<file path="src/verilog/tick_pkg.sv">
// Purpose: Shared constants for the system tick down counter
// Assumes: APB byte addresses, 32-bit data, one word per register
// Notes:   Offsets are byte addresses within the block
package tick_pkg;
   // ------------------------------------------------------------
   // Register map
   // ------------------------------------------------------------
   localparam logic [7:0] off_ctrl_status = 8'h00;
   localparam logic [7:0] off_reload      = 8'h04;
   localparam logic [7:0] off_current     = 8'h08;
   localparam logic [7:0] off_calib       = 8'h0c;
   localparam logic [7:0] off_irq_status  = 8'h10;
   localparam logic [7:0] off_irq_mask    = 8'h14;
   localparam int addr_w = 8;

   // ------------------------------------------------------------
   // Field layout
   // ------------------------------------------------------------
   localparam int bit_enable  = 0;
   localparam int bit_tick_interrupt_enable = 1;
   localparam int bit_clksel  = 2;
   localparam int bit_wrap    = 16;
   localparam int bit_no_reference_clock   = 31;
   localparam int bit_inexact = 30;
   localparam int count_w     = 24;
   localparam int irq_w       = 2;
   localparam int irq_wrap    = 0;
   localparam int irq_cvwrite = 1;

   // ------------------------------------------------------------
   // Reset and fixed values
   // ------------------------------------------------------------
   localparam logic [23:0] count_zero    = 24'h000000;
   localparam logic [23:0] count_one     = 24'h000001;
   localparam logic [23:0] calib_count   = 24'h000000;
   localparam logic [1:0]  irq_none      = 2'h0;
   localparam logic [31:0] word_zero     = 32'h00000000;
endpackage

</file>
<file path="src/verilog/tick_sync.sv">
// Purpose: Three-stage synchroniser for asynchronous level inputs
// Assumes: One destination clock
// Notes:   Output changes once stages two and three agree
module tick_sync
(
   input  wire logic pclk,
   input  wire logic presetn,
   input  wire logic din,
   output logic      dout
);
   typedef struct packed
   {
      logic s1;
      logic s2;
      logic s3;
      logic o;
   } sync_s;

   sync_s st_r;
   sync_s st_nxt;

   always_comb
   begin
      st_nxt    = st_r;
      st_nxt.s1 = din;
      st_nxt.s2 = st_r.s1;
      st_nxt.s3 = st_r.s2;
      if (st_r.s2 == st_r.s3)
      begin
         st_nxt.o = st_r.s3;
      end
   end

   always_ff @(posedge pclk or negedge presetn)
   begin
      if (!presetn)
      begin
         st_r <= '0;
      end
      else
      begin
         st_r <= st_nxt;
      end
   end

   assign dout = st_r.o;
endmodule

</file>
<file path="src/verilog/tick_counter.sv">
// Purpose: 24-bit down counter core with reload and zero event
// Assumes: Enables come from the same clock domain
// Notes:   Event only on a 1 to 0 transition
module tick_counter
#(
   parameter int width = 24
)
(
   input  wire logic             pclk,
   input  wire logic             presetn,
   input  wire logic             run,
   input  wire logic             clear,
   input  wire logic [width-1:0] reload,
   output logic      [width-1:0] count,
   output logic                  hit_zero
);
   typedef struct packed
   {
      logic [width-1:0] cnt;
      logic             pend;
      logic             hit;
   } cnt_s;

   cnt_s st_r;
   cnt_s st_nxt;

   always_comb
   begin
      st_nxt     = st_r;
      st_nxt.hit = 1'b0;
      if (clear)
      begin
         st_nxt.cnt  = '0;
         st_nxt.pend = 1'b1;
      end
      else if (run)
      begin
         if (st_r.cnt == '0)
         begin
            st_nxt.cnt  = reload;
            st_nxt.pend = 1'b0;
         end
         else
         begin
            st_nxt.cnt = st_r.cnt - 1'b1;
            if (st_r.cnt == width'(1))
            begin
               st_nxt.hit = 1'b1;
            end
         end
      end
   end

   always_ff @(posedge pclk or negedge presetn)
   begin
      if (!presetn)
      begin
         st_r <= '0;
      end
      else
      begin
         st_r <= st_nxt;
      end
   end

   assign count    = st_r.cnt;
   assign hit_zero = st_r.hit;
endmodule

</file>
<file path="src/verilog/system_tick_down_counter.sv">
// Purpose: System tick down counter with APB register access
// Assumes: pclk is the gated interrupt controller clock, 25 MHz
// Notes:   Debug halt and clock gate inputs are asynchronous pins
//
// How it works
// - Wrap flag at bit 16 sets on zero reach, clears on read
// - Clock select bit 2 always reads one, writes ignored
// - Tick interrupt enable bit 1 gates the tick exception request
// - Bit 0 enables counting
// - Reload holds 24 bits; loaded when enabled and on zero
// - Flag and exception only on a transition from one to zero
// - Period is reload plus one cycles
// - Current value read returns the live count
// - Any current value write with a byte strobe set clears count, and wrap flag unless hit_zero sets it that cycle
// - Calibration bit 31 reads one, no reference clock
// - Calibration bit 30 reads one, count inexact
// - Calibration count field reads zero
// - Counter stops while its clock is stopped
// - After zero, load reload next edge, then decrement
// - Current value write raises no exception, reloads next clock
// - Counter holds while processor is halted for debug
//
// The implementer's own choices: register access over APB and the register addresses.
module system_tick_down_counter
(
   input  wire logic        pclk,
   input  wire logic        presetn,
   input  wire logic        psel,
   input  wire logic        penable,
   input  wire logic        pwrite,
   input  wire logic [31:0] paddr,
   input  wire logic [31:0] pwdata,
   input  wire logic [3:0]  pstrb,
   output logic      [31:0] prdata,
   output logic             pready,
   output logic             pslverr,
   input  wire logic        debug_halt,
   input  wire logic        clock_stopped,
   output logic             tick_request,
   output logic             irq
);
   // ------------------------------------------------------------
   // State
   // ------------------------------------------------------------
   typedef struct packed
   {
      logic                       enable;
      logic                       tick_interrupt_enable;
      logic                       wrap_flag;
      logic [tick_pkg::count_w-1:0] reload;
      logic                       req;
      logic [tick_pkg::irq_w-1:0] irq_stat;
      logic [tick_pkg::irq_w-1:0] irq_mask;
      logic                       irq;
      logic [31:0]                rdata;
      logic                       ready;
      logic                       err;
   } regs_s;

   regs_s st_r;
   regs_s st_nxt;

   logic                         halt_s;
   logic                         stop_s;
   logic [tick_pkg::count_w-1:0] count;
   logic                         hit_zero;
   logic                         run;
   logic                         cv_write;
   logic                         access;
   logic                         wr;
   logic                         rd;
   logic [tick_pkg::addr_w-1:0]  addr;
   logic                         mapped;

   // ------------------------------------------------------------
   // Pin synchronisers
   // ------------------------------------------------------------
   tick_sync u_halt
   (
      .pclk    (pclk),
      .presetn (presetn),
      .din     (debug_halt),
      .dout    (halt_s)
   );

   tick_sync u_stop
   (
      .pclk    (pclk),
      .presetn (presetn),
      .din     (clock_stopped),
      .dout    (stop_s)
   );

   // ------------------------------------------------------------
   // Bus decode
   // ------------------------------------------------------------
   assign access   = psel && penable && !st_r.ready;
   assign wr       = access && pwrite;
   assign rd       = access && !pwrite;
   assign addr     = paddr[tick_pkg::addr_w-1:0];
   assign mapped   = (addr == tick_pkg::off_ctrl_status) || (addr == tick_pkg::off_reload)
                  || (addr == tick_pkg::off_current) || (addr == tick_pkg::off_calib)
                  || (addr == tick_pkg::off_irq_status) || (addr == tick_pkg::off_irq_mask);
   assign cv_write = wr && (addr == tick_pkg::off_current) && (pstrb != 4'h0);
   assign run      = st_r.enable && !halt_s && !stop_s;

   // ------------------------------------------------------------
   // Counter core
   // ------------------------------------------------------------
   tick_counter #(.width(tick_pkg::count_w)) u_cnt
   (
      .pclk     (pclk),
      .presetn  (presetn),
      .run      (run),
      .clear    (cv_write),
      .reload   (st_r.reload),
      .count    (count),
      .hit_zero (hit_zero)
   );

   // ------------------------------------------------------------
   // Registers
   // ------------------------------------------------------------
   always_comb
   begin
      st_nxt       = st_r;
      st_nxt.ready = access;
      st_nxt.err   = access && !mapped;
      st_nxt.req   = 1'b0;
      if (rd)
      begin
         st_nxt.rdata = tick_pkg::word_zero;
         case (addr)
            tick_pkg::off_ctrl_status:
            begin
               st_nxt.rdata[tick_pkg::bit_enable]  = st_r.enable;
               st_nxt.rdata[tick_pkg::bit_tick_interrupt_enable] = st_r.tick_interrupt_enable;
               st_nxt.rdata[tick_pkg::bit_clksel]  = 1'b1;
               st_nxt.rdata[tick_pkg::bit_wrap]    = st_r.wrap_flag;
               st_nxt.wrap_flag                    = 1'b0;
            end
            tick_pkg::off_reload:
            begin
               st_nxt.rdata[tick_pkg::count_w-1:0] = st_r.reload;
            end
            tick_pkg::off_current:
            begin
               st_nxt.rdata[tick_pkg::count_w-1:0] = count;
            end
            tick_pkg::off_calib:
            begin
               st_nxt.rdata[tick_pkg::bit_no_reference_clock]   = 1'b1;
               st_nxt.rdata[tick_pkg::bit_inexact] = 1'b1;
               st_nxt.rdata[tick_pkg::count_w-1:0] = tick_pkg::calib_count;
            end
            tick_pkg::off_irq_status:
            begin
               st_nxt.rdata[tick_pkg::irq_w-1:0] = st_r.irq_stat;
            end
            tick_pkg::off_irq_mask:
            begin
               st_nxt.rdata[tick_pkg::irq_w-1:0] = st_r.irq_mask;
            end
            default:
            begin
               st_nxt.rdata = tick_pkg::word_zero;
            end
         endcase
      end
      if (wr && (pstrb[0]))
      begin
         case (addr)
            tick_pkg::off_ctrl_status:
            begin
               st_nxt.enable                = pwdata[tick_pkg::bit_enable];
               st_nxt.tick_interrupt_enable = pwdata[tick_pkg::bit_tick_interrupt_enable];
            end
            tick_pkg::off_irq_status:
            begin
               st_nxt.irq_stat = st_r.irq_stat & ~pwdata[tick_pkg::irq_w-1:0];
            end
            tick_pkg::off_irq_mask:
            begin
               st_nxt.irq_mask = pwdata[tick_pkg::irq_w-1:0];
            end
            default:
            begin
            end
         endcase
      end
      if (wr && (addr == tick_pkg::off_reload))
      begin
         if (pstrb[0])
         begin
            st_nxt.reload[7:0] = pwdata[7:0];
         end
         if (pstrb[1])
         begin
            st_nxt.reload[15:8] = pwdata[15:8];
         end
         if (pstrb[2])
         begin
            st_nxt.reload[23:16] = pwdata[23:16];
         end
      end
      if (cv_write)
      begin
         st_nxt.wrap_flag                  = 1'b0;
         st_nxt.irq_stat[tick_pkg::irq_cvwrite] = 1'b1;
      end
      if (hit_zero)
      begin
         st_nxt.wrap_flag              = 1'b1;
         st_nxt.req                    = st_r.tick_interrupt_enable;
         st_nxt.irq_stat[tick_pkg::irq_wrap] = 1'b1;
      end
      st_nxt.irq = |(st_nxt.irq_stat & st_nxt.irq_mask);
   end

   always_ff @(posedge pclk or negedge presetn)
   begin
      if (!presetn)
      begin
         st_r <= '0;
      end
      else
      begin
         st_r <= st_nxt;
      end
   end

   // ------------------------------------------------------------
   // Outputs
   // ------------------------------------------------------------
   assign prdata       = st_r.rdata;
   assign pready       = st_r.ready;
   assign pslverr      = st_r.err;
   assign tick_request = st_r.req;
   assign irq          = st_r.irq;
endmodule

</file>
<file path="config.mk">
export PLATFORM = sky130hd
export DESIGN_NAME = system_tick_down_counter
export DESIGN_NICKNAME = d
export VERILOG_FILES = /design/src/verilog/tick_pkg.sv /design/src/verilog/tick_sync.sv /design/src/verilog/tick_counter.sv /design/src/verilog/system_tick_down_counter.sv
export SDC_FILE = /design/constraint.sdc
export NUM_CORES = 1
export LEC_CHECK = 0
export ABC_AREA = 1
export BUFFER_PORTS_ARGS = -buffer_cell sky130_fd_sc_hd__buf_2
export CORE_UTILIZATION = 29
export DETAILED_ROUTE_END_ITERATION = 7
export PLACE_DENSITY = 0.52
export SYNTH_ARGS = -nofsm -noshare
export SYNTH_HDL_FRONTEND = slang
export SYNTH_SLANG_ARGS = --single-unit
</file>
<file path="constraint.sdc">
create_clock -name pclk -period 1.8 [get_ports pclk]
set_clock_uncertainty 0.1 [all_clocks]
set_input_delay 0.36 -clock pclk [delete_from_list [all_inputs] [get_ports pclk]]
set_output_delay 0.36 -clock pclk [all_outputs]
set_load 0.02 [all_outputs]
</file>
* Word level (Yosys, flattened, before mapping)
Index checks and enable logic that the tools add are counted. W data, S select, Z words.
Cells by class: $mul 0, bitwise gates (word level) 3, order comparisons 0, mux-type cells 23, equality and inequality tests 8, shift-type cells 0, reductions and logical operators 33, div/mod/pow operators 0, add/subtract/negate cells 1
Operators with widths (count):
- $mux W26 | 1
- $pmux W13 S2 | 1
- $mux W25 | 1
- $eq A24 B1 Y1 const B | 1
- $logic_not A24 Y1 | 1
- $mux W24 | 1
- $sub A24 B1 Y24 const B | 1
- $eq A8 B4 Y1 const B | 2
- $eq A8 B5 Y1 const B | 2
- $pmux W7 S2 | 1
- $logic_and A1 B1 Y1 | 11
- $mux W1 | 11
- $pmux W2 S5 | 1
- $reduce_and A2 Y1 | 5
- $eq A8 B3 Y1 const B | 1
- $logic_not A8 Y1 | 1
- $mux W2 | 3
- $pmux W1 S3 | 2
- $reduce_bool A3 Y1 | 2
- $logic_not A1 Y1 | 5
- $logic_or A1 B1 Y1 | 5
- $and A2 B2 Y2 | 2
- $mux W4 | 1
- $reduce_bool A4 Y1 | 1
- 4 further kinds | 5
Word-level totals: RAM bits 0, word-level logic and storage cells 91, output and inout port bits 36, memory bits (read-only) 0, latch bits 0, memories kept 0, register bits 94

* Depth between registers and ports, before layout
Gate-level depths: netlist of the first run.
depth in word-level cells 8, gate-level depth with buffers 10

* By module
A second synthesis of the first run with hierarchy kept.
Second synthesis, totals: cells, all modules 718, area, all modules 5418.9 sq um
By module, submodules not included:
- system_tick_down_counter | cells each 365, area an instance 3070.4 sq um, times used 1, seq. area each 1501.4 sq um
- tick_counter | cells each 337, area an instance 2115.8 sq um, times used 1, seq. area each 625.6 sq um
- tick_sync | cells each 8, area an instance 116.4 sq um, times used 2, seq. area each 100.1 sq um

* Worst setup path after synthesis of the first run
OpenSTA, ideal clock, no wires.
kind reg-to-reg, start point reg u_cnt.st_r (netlist bit u_cnt.count[0]), end point reg u_cnt.st_r (netlist bit u_cnt.count[1]), period minus slack after synthesis 1.679 ns, setup time 0.117 ns, arrival 1.462 ns, setup slack 0.121 ns, data required time 1.583 ns, path buffers 1, stages on the path, launching flop included 10, path through dfrtp_1 > inv_1 > ha_1 > nand2_1 > nor2_4 > nand3_4 > buf_6 > or2_0 > nand3_1 > nand2_1
On the way: word-level cells in the longest chain between the ends 4, elaborated cells on any way between the ends 5, classes of those cells add/sub (1); mux (3); reduce/logical (1)
RTL lines:
- from (decl) | RTL line tick_counter.sv:24 | cnt_s st_r;
- from (signal assigned) | RTL line tick_counter.sv:62 | st_r <= st_nxt;
- $sub A24 B1 Y24 or $logic_not A24 Y1 (tied branches) | RTL line tick_counter.sv:45, tick_counter.sv:38
- $mux W24 * | RTL line tick_counter.sv:38 | if (st_r.cnt == '0)
- $mux W26 * | RTL line tick_counter.sv:36 | else if (run)
- $mux W25 * | RTL line tick_counter.sv:31 | if (clear)
Mark *: on every way between the ends. The rest lies on a longest branch, timed or not. The select of a mux whose other input is x is not followed. A chain may end at the register's enable or synchronous reset.

* Final worst setup path of the first run
start point reg u_cnt.st_r (netlist bit u_cnt.count[4]), end point reg u_cnt.st_r (netlist bit u_cnt.count[7])
Same word-level chain as after synthesis.

==> results.json, run 1 <==
{
  "insertion_delay_ns": 0.35,
  "p_per_area_nw_per_um2": 911.5,
  "finalNonFillerCells": 1000,
  "cp_max_fo": 10,
  "dieWidth_um": 135.6,
  "synthDistinctLibCells": 30,
  "ios": 111,
  "syn-cell-area_sq_um": 5175,
  "vias": 4484,
  "diodes": 0,
  "synthSimpleGateAreaFrac_pct": 36.56,
  "synthMuxAreaShare_pct": 0,
  "cts_tree": "done",
  "grt_max_degree": 94,
  "nFillCells": 1836,
  "arrival_ns": 1.80,
  "wl_um": 12850,
  "gp_congestion": 0.8086,
  "syn2layout_area_growth_pct": 22.24,
  "final_cell_mix": "nand2_1, nor2_1, dfrtp_1, nand3_1, buf_2",
  "vias_per_cell": 4.484,
  "ir_worst_vdd_mv": 0.4434,
  "post-dp-hpwl_um": 9373,
  "grt.busiest_layer": "met2",
  "path_cells": "nor2_4 > nand2_2 > nor2_4 > nand3_4 > buf_4 > nor2_1 > nor2_1 > nand2_1 > nand2_1",
  "cp_slowest_cell": "dfrtp_1",
  "async_flop_share_pct": 100.0,
  "final_area_sq_um": 6326,
  "drive_gt1_share_pct": 22.19,
  "synth_edf_count": 0,
  "required_ns": 1.94,
  "ant_nets": 0,
  "initial_core_util_pct": 29.82,
  "slowest_delay_ns": 0.47,
  "max_cap_viol_count": 0,
  "grt_use_met2_pct": 23.84,
  "die-area_sq_um": 18380,
  "drc_errors": 0,
  "cp-start-kind": "flop",
  "multi_input_area_sq_um": 2322,
  "fp.dieH_um": 135.6,
  "power_mw": 5.766,
  "grt_pass1_vias": 4344,
  "hold_viol_final": 0,
  "crit_type": "flop to flop",
  "seq_area_sq_um": 2327,
  "utilization_pct": 36.45,
  "synthTopCellsByArea": "dfrtp_1, nand2_1, nor2_1",
  "hold_path.class": "input pin to flop",
  "final_common_cell": "nand2_1",
  "grt_use_total_pct": 15.09,
  "placed_cells": 982,
  "period_minus_slack_ns": 1.655,
  "yosysSeqAreaShare_pct": 44.97,
  "numCtsBuffers": 9,
  "ys.flop_type": "dfrtp_1",
  "rows": 48,
  "wl_per_cell_um": 12.85,
  "syn-instance-count": 686,
  "path_clk_slew_ns": 0.07,
  "fin_crit_sh_pct": 91.96,
  "status": "complete, no violations",
  "drtPass1Iterations": 4,
  "met1_usage_pct": 20.46,
  "ys_seq_elements": 93,
  "antenna_found_initial": 0,
  "placed_area_sq_um": 5947,
  "setup_ws_ns": 0.1446,
  "ctsRootBufferMaster": "clkbuf_16",
  "synth_xor_area_share_pct": 0.3385,
  "nets": 848,
  "hold_slack_ns": 0.01637,
  "rsz0062_at_grt": "true",
  "yosys_warnings": 0,
  "yosys.area.top_type": "dfrtp_1",
  "grt_overflow": 0,
  "htreeDepth": 3,
  "synth_compound_area_share_pct": 6.093,
  "clock_sinks": 93,
  "yosys.area_share.adder_pct": 1.112,
  "synth_top_family_by_area": "simple AND/OR/NAND/NOR gates",
  "port_buffers": 72,
  "use_met3_pct": 2.843,
  "setup_tns_ns": 0,
  "fmax_mhz": 604.1,
  "clockBufferDepth": 2,
  "syn_avg_cell_area_sq_um": 7.544,
  "finalSetupViolCount": 0,
  "final_max_slew_viol_count": 0,
  "worstSetupEndpointType": "flop",
  "fp.coreArea_sq_um": 17360,
  "grt_first_pass_wirelength_um": 21690,
  "dp_slack_ns": 0.06193,
  "yosys.area.top_type_share_pct": 44.97,
  "first_iter_violations": 240,
  "p_leak_nw": 3.269
}
final timing paths:
path	start	to	slack, ns	cells past startpoint
hold reg to reg	u_stop.st_nxt[2]	u_stop.st_nxt[1]	0.25	0
hold / removal	debug_halt	u_halt.st_nxt[2]	0.02	1
setup reg to reg	u_cnt.count[4]	u_cnt.count[7]	0.14	9
setup / recovery	u_cnt.count[4]	u_cnt.count[7]	0.14	9
max in group asynchronous	presetn	u_cnt.count[9]	0.72	3
min in group asynchronous	presetn	u_halt.st_nxt[2]	0.51	3
flip-flops by register name, summed over array words and instances (netlist names):
signal and cells:
u_cnt.count 24, u_cnt.hit_zero 1, prdata 25, pready 1, pslverr 1, u_stop.st_nxt 2, st_r 31, u_halt.st_r 1
irq 1, u_halt.dout 1, u_stop.st_r 1, tick_request 1, u_halt.st_nxt 2, u_stop.dout 1
area by class of cell:
class	instances	area share, %
Sequential cell	93	36.79
Multi-Input combinational cell	489	36.71
Timing Repair Buffer	121	13.35
Tap cell	225	4.450
Clock buffer	10	3.619
Inverter	56	3.323
Clock inverter	6	1.760
metal layers:
metal / up-vias / wire, um
met2: 94 / 5847
met5: - / 0
met4: 0 / 181
met1: 2044 / 6311
li1: 2337 / -
met3: 9 / 512
worst max-delay path, delay by kind of cell (launching register included):
family,cells,cell delay (ns)
and+or+nand+nor,8,0.78
buffers and inverters,1,0.20
DFF,1,0.47
synthesized netlist by cell type (5+ instances only):
cell type	instances
o21ai_0	17
dfrtp_1	93
nand3_2	5
nand2_2	5
nand2_1	192
a31oi_1	20
buf_2	14
nor2_2	12
a21oi_1	5
nand3b_1	8
buf_4	32
nand4_1	11
o21ai_1	16
clkbuf_1	5
nand3_1	72
nor2_1	101
inv_1	54
logic make-up (layout without fill, tap and decap cells):
| kind of cell | after synthesis | count (layout) |
|---|---|---|
| and+or+nand+nor | 418 | 418 |
| buffers and inverters | 109 | 193 |
| DFF | 93 | 93 |
| AOI/OAI and AO/OA | 58 | 58 |
| adders and majority gates | 5 | 5 |
| xor gates and xnor gates | 2 | 2 |
| other | 1 | 6 |
where the power goes:
| group | switching, mW | total [mW] | internal (mW) |
|---|---|---|---|
| Sequential | 0.0720 | 2.28 | 2.21 |
| Clock | 0.855 | 2.21 | 1.36 |
| Combinational | 0.772 | 1.27 | 0.496 |
repair_timing:
action | 4_1_cts | 5_1_grt
resized for setup | 0 | 8
endpoints found under the hold margin | 62 | 0
setup endpoints to repair | 0 | 19
hold buffers | 1 | 0
buffers inserted | 0 | 1
(Power assumes the default switching activity.)
==> run 2, diff against run 1 <==
- GPL_TIMING_DRIVEN: unset -> 0
- MAX_ROUTING_LAYER: unset -> met4
==> run 2 against run 1 <==
  * Hold slack about the same
  * Core utilization about the same
  * Wire length is 3.5% higher
  * Critical path depth stayed put
  * Flip-flop and latch count is the same
  * First-iteration DRC count fell by 11%
  * Maximum frequency is 2.5% lower
  * Register-to-register slack got worse by 0.04 ns
  * Non-clock buffer count rose by 16
  * Combinational power up 8%
  * Sequential power about the same
==> results.json, run 2 (synthesis gave the netlist of run 1 again) <==
{
  "setup_tns_ns": 0,
  "rrSetupSlack_ns": 0.10,
  "fin_crit_sh_pct": 94.31,
  "max_cap_viol_count": 0,
  "vias_per_cell": 4.472,
  "grt_max_degree": 57,
  "cts_tree": "done",
  "initial_core_util_pct": 29.82,
  "p_leak_nw": 3.301,
  "required_ns": 1.94,
  "nets": 864,
  "hold_path.class": "input pin to flop",
  "final_cell_mix": "nand2_1, nor2_1, dfrtp_1, buf_2, nand3_1",
  "vias": 4544,
  "setup_ws_ns": 0.1025,
  "ant_nets": 0,
  "hold_slack_ns": 0.01655,
  "relSlewSlack_pct": 64.00,
  "wl_um": 13310,
  "gp_congestion": 0.8641,
  "worstSetupEndpointType": "flop",
  "wl_per_cell_um": 13.10,
  "port_buffers": 72,
  "grt_use_total_pct": 15.90,
  "path_clk_slew_ns": 0.07,
  "fmax_mhz": 589.1,
  "finalNonFillerCells": 1016,
  "placed_cells": 989,
  "final_common_cell": "nand2_1",
  "clockBufferDepth": 2,
  "drtPass1Iterations": 4,
  "htreeDepth": 3,
  "ios": 111,
  "numCtsBuffers": 9,
  "post-dp-hpwl_um": 10070,
  "fp.coreArea_sq_um": 17360,
  "antenna_found_initial": 0,
  "die-area_sq_um": 18380,
  "drive_gt1_share_pct": 25.41,
  "rsz0062_at_grt": "true",
  "largest_reg_flops": 31,
  "finalSetupViolCount": 0,
  "syn2layout_area_growth_pct": 22.17,
  "diodes": 0,
  "insertion_delay_ns": 0.35,
  "rows": 48,
  "hold_viol_final": 0,
  "drc_errors": 0,
  "clock_sinks": 93,
  "grt_overflow": 0,
  "ir_worst_vdd_mv": 0.4892,
  "cp-start-kind": "flop",
  "dp_slack_ns": -0.1767,
  "period_minus_slack_ns": 1.698,
  "top_register": "st_r",
  "cp_max_fo": 6,
  "status": "complete, no violations",
  "final_max_slew_viol_count": 0,
  "utilization_pct": 36.43,
  "grt_pass1_vias": 4347,
  "p_per_area_nw_per_um2": 882.4,
  "crit_type": "flop to flop",
  "grt_first_pass_wirelength_um": 22050,
  "arrival_ns": 1.84,
  "ctsRootBufferMaster": "clkbuf_16",
  "fp.dieH_um": 135.6,
  "dieWidth_um": 135.6,
  "first_iter_violations": 214,
  "worst_pin_slew_ns": 0.5400
}
run 2: cell types whose count changed in the layout (fill, tap and decap cells not counted), sizes merged:
cell	before	now
bufinv	3	1
clkbuf	10	15
buf	120	130
clkinv	2	5
run 2: worst paths after layout:
check / startpoint / to / cells past startpoint
max in group asynchronous: presetn / u_cnt.count[6] / 3
max reg2reg: u_cnt.count[1] / u_cnt.count[18] / 9
min in group asynchronous: presetn / u_halt.st_nxt[2] / 2
min: debug_halt / u_halt.st_nxt[2] / 1
min reg2reg: u_stop.st_nxt[2] / u_stop.st_nxt[1] / 0
max: u_cnt.count[1] / u_cnt.count[18] / 9
run 2: worst max-delay path, cell delays in order, from the launching register on:
cell     delay (ns)
dfrtp_1        0.42
inv_2          0.09
ha_1           0.21
inv_1          0.08
nor2_2         0.32
nand3_1        0.12
nand2_1        0.08
nand3_1        0.07
nand2_1        0.06
nand2_1        0.04
run 2: repair_timing:
item	4_1_cts	5_1_grt
endpoints found under the hold margin	37	0
gates resized for setup	6	29
pin swaps	1	2
endpoints found under the setup margin	32	44
hold buffers	1	0
buffers inserted	2	8
run 2: layout make-up:
class                   count  area (sq um)
plain buffers              53         364.1
clock buffers               9         225.2
clock inverters             7         66.31
fillers                  1879         11030
inverters                  56         210.2
multi-input cells         489          2369
flip-flops and latches     93          2331
well taps                 225         281.5
repair buffers             84         475.5
run 2: power by group:
part / leakage, nW / switching, mW / internal, mW
sequential: 1.19 / 0.0870 / 2.21
clock: 0.145 / 0.835 / 1.07
combinational: 1.96 / 0.810 / 0.565
run 2: layer usage:
layer  part of all wire (%)  vias up  GRT usage (%)
li1                       -     2363              -
met1                     50     2099          21.13
met2                     46       71          24.89
met3                    2.9       11          1.945
met4                    1.4        0          5.431
met5                      0        -              -
run 2: stage by stage:
stage	area, sq um	total power [mW]
after floorplan	5194	3.254
after global placement	5836	3.635
after detailed placement	5866	3.654
after CTS	6198	5.603
after global routing	6322	5.901
final	6322	5.579
==> run 3, diff against run 2 <==
- clock period: 1.8 -> 1.45 ns (I/O delays scaled with it)
==> run 3 against run 2 <==
  * The flow now finishes with violations (setup timing)
  * Clock-buffer cell count rose by 1
  * Cell count rose by 4.9%
  * Via count rose by 8.9%
  * Critical endpoint is now u_cnt.count[1]
  * Clock power rose by 17%
  * Highest routed layer unchanged
==> results.json, run 3 (synthesis gave the netlist of run 1 again) <==
{
  "status": "complete, but fails checks",
  "violations": "setup timing",
  "final_area_sq_um": 7481,
  "p_per_area_nw_per_um2": 972.2,
  "cp_max_fo": 5,
  "first_iter_violations": 247,
  "relSlewSlack_pct": 59.67,
  "dieWidth_um": 135.6,
  "port_buffers": 72,
  "arrival_ns": 1.84,
  "fp.dieH_um": 135.6,
  "drc_errors": 0,
  "ir_worst_vdd_mv": 0.6661,
  "grt_use_total_pct": 17.27,
  "placed_area_sq_um": 5902,
  "r2r-end": "u_cnt.count[1]",
  "ios": 111,
  "fmax_mhz": 593.7,
  "hold_path.class": "input pin to flop",
  "initial_core_util_pct": 29.82,
  "fin_crit_sh_pct": 116.2,
  "period_minus_slack_ns": 1.684,
  "drive_gt1_share_pct": 40.67,
  "finalSetupViolCount": 58,
  "vias_per_cell": 4.641,
  "hold_end": "st_r[58]",
  "wl_um": 15420,
  "grt_pass1_vias": 4645,
  "nets": 916,
  "grt_max_degree": 52,
  "crit_type": "flop to flop",
  "clockBufferDepth": 2,
  "insertion_delay_ns": 0.36,
  "syn2layout_area_growth_pct": 44.56,
  "largest_reg_flops": 31,
  "gp_congestion": 0.8718,
  "rows": 48,
  "cts_tree": "done",
  "rsz0062_at_grt": "true",
  "final_common_cell": "nand2_1",
  "grt_overflow": 0,
  "setup_ws_ns": -0.2344,
  "clock_sinks": 93,
  "required_ns": 1.60,
  "p_leak_nw": 3.766,
  "cp-start-kind": "flop",
  "post-dp-hpwl_um": 10190,
  "worstReg2RegStart": "u_cnt.count[4]",
  "antenna_found_initial": 0,
  "wl_per_cell_um": 14.46,
  "top_register": "st_r",
  "die-area_sq_um": 18380,
  "rrSetupSlack_ns": -0.23,
  "numCtsBuffers": 9,
  "r2r_cells": 8,
  "vias": 4947,
  "path_clk_slew_ns": 0.07,
  "min_path_cells": 3,
  "final_max_slew_viol_count": 0,
  "setup_tns_ns": -7.322,
  "worst_pin_slew_ns": 0.6049,
  "fp.coreArea_sq_um": 17360,
  "grt_first_pass_wirelength_um": 23750,
  "htreeDepth": 3,
  "diodes": 0,
  "hold_viol_final": 0,
  "worstSetupEndpointType": "flop",
  "final_cell_mix": "nand2_1, dfrtp_1, buf_4, buf_2, nor2_1",
  "min_from": "pwdata[18]",
  "max_cap_viol_count": 0,
  "drtPass1Iterations": 4,
  "ctsRootBufferMaster": "clkbuf_16",
  "ant_nets": 0
}
-- run 3: routing by layer --
layer	wire length, um	global-route usage (%)	vias up
li1	-	-	2469
met1	7188	22.37	2348
met2	7304	26.81	110
met3	643	2.507	20
met4	279	7.303	0
met5	0	-	-
-- run 3: per-stage QoR --
stage                     setup WS [ns]  total power [mW]  utilization [%]  hold slack, ns  cells
after floorplan                 -0.1230             4.048                -         -0.1056    691
after global placement           -1.238             4.526            33.83          0.2345    988
after detailed placement        -0.4506             4.550            34.00          0.2395    989
after CTS                       -0.1723             7.115            39.82         0.04402   1045
after global routing            -0.3204             7.661            43.10         0.06300   1066
final                           -0.2344             7.273            43.10         0.05638   1066
-- run 3: where the power goes --
part	leakage (nW)	switching, mW	internal, mW	total [mW]
registers	1.17	0.114	2.75	2.86
clock network	0.130	1.04	1.19	2.23
logic	2.46	1.18	0.995	2.18
total	3.77	2.34	4.93	7.27
-- run 3: area by class of cell --
| type | instances | area [sq um] |
|---|---|---|
| Clock inverter | 4 | 26.28 |
| Clock buffer | 10 | 239.0 |
| Buffer | 53 | 459.2 |
| Fill cell | 1769 | 9876 |
| Sequential cell | 93 | 2346 |
| Multi-Input combinational cell | 489 | 2815 |
| Timing Repair Buffer | 136 | 1089 |
| Tap cell | 225 | 281.5 |
| Inverter | 56 | 225.2 |
-- run 3: what timing repair did --
action	CTS	global route
hold buffers	3	0
gates cloned	2	6
setup buffers	37	15
pin swaps	18	32
setup endpoints to repair	76	87
resized for setup	122	90
hold endpoints to repair	44	0
-- run 3: worst max path at each step --
stage                    from        endpoint  slack, ns  depth (start not counted)
2_1_floorplan  u_cnt.count[0]  u_cnt.count[1]      -0.12                          9
3_3_place_gp          presetn          pready      -1.24                          1
3_5_place_dp             psel      prdata[23]      -0.45                          8
4_1_cts        u_cnt.count[9]  u_cnt.count[1]      -0.17                          8
5_1_grt        u_cnt.count[4]  u_cnt.count[9]      -0.32                          9
6_report       u_cnt.count[4]  u_cnt.count[1]      -0.23                          8
-- run 3: worst max-delay path, stage by stage, from the launching register on --
cell     delay, ns
dfrtp_2       0.45
nor2_4        0.16
nand2_4       0.09
nor2_4        0.16
nand3_4       0.14
buf_8         0.17
or2_0         0.19
nand3_1       0.06
nand2_1       0.05
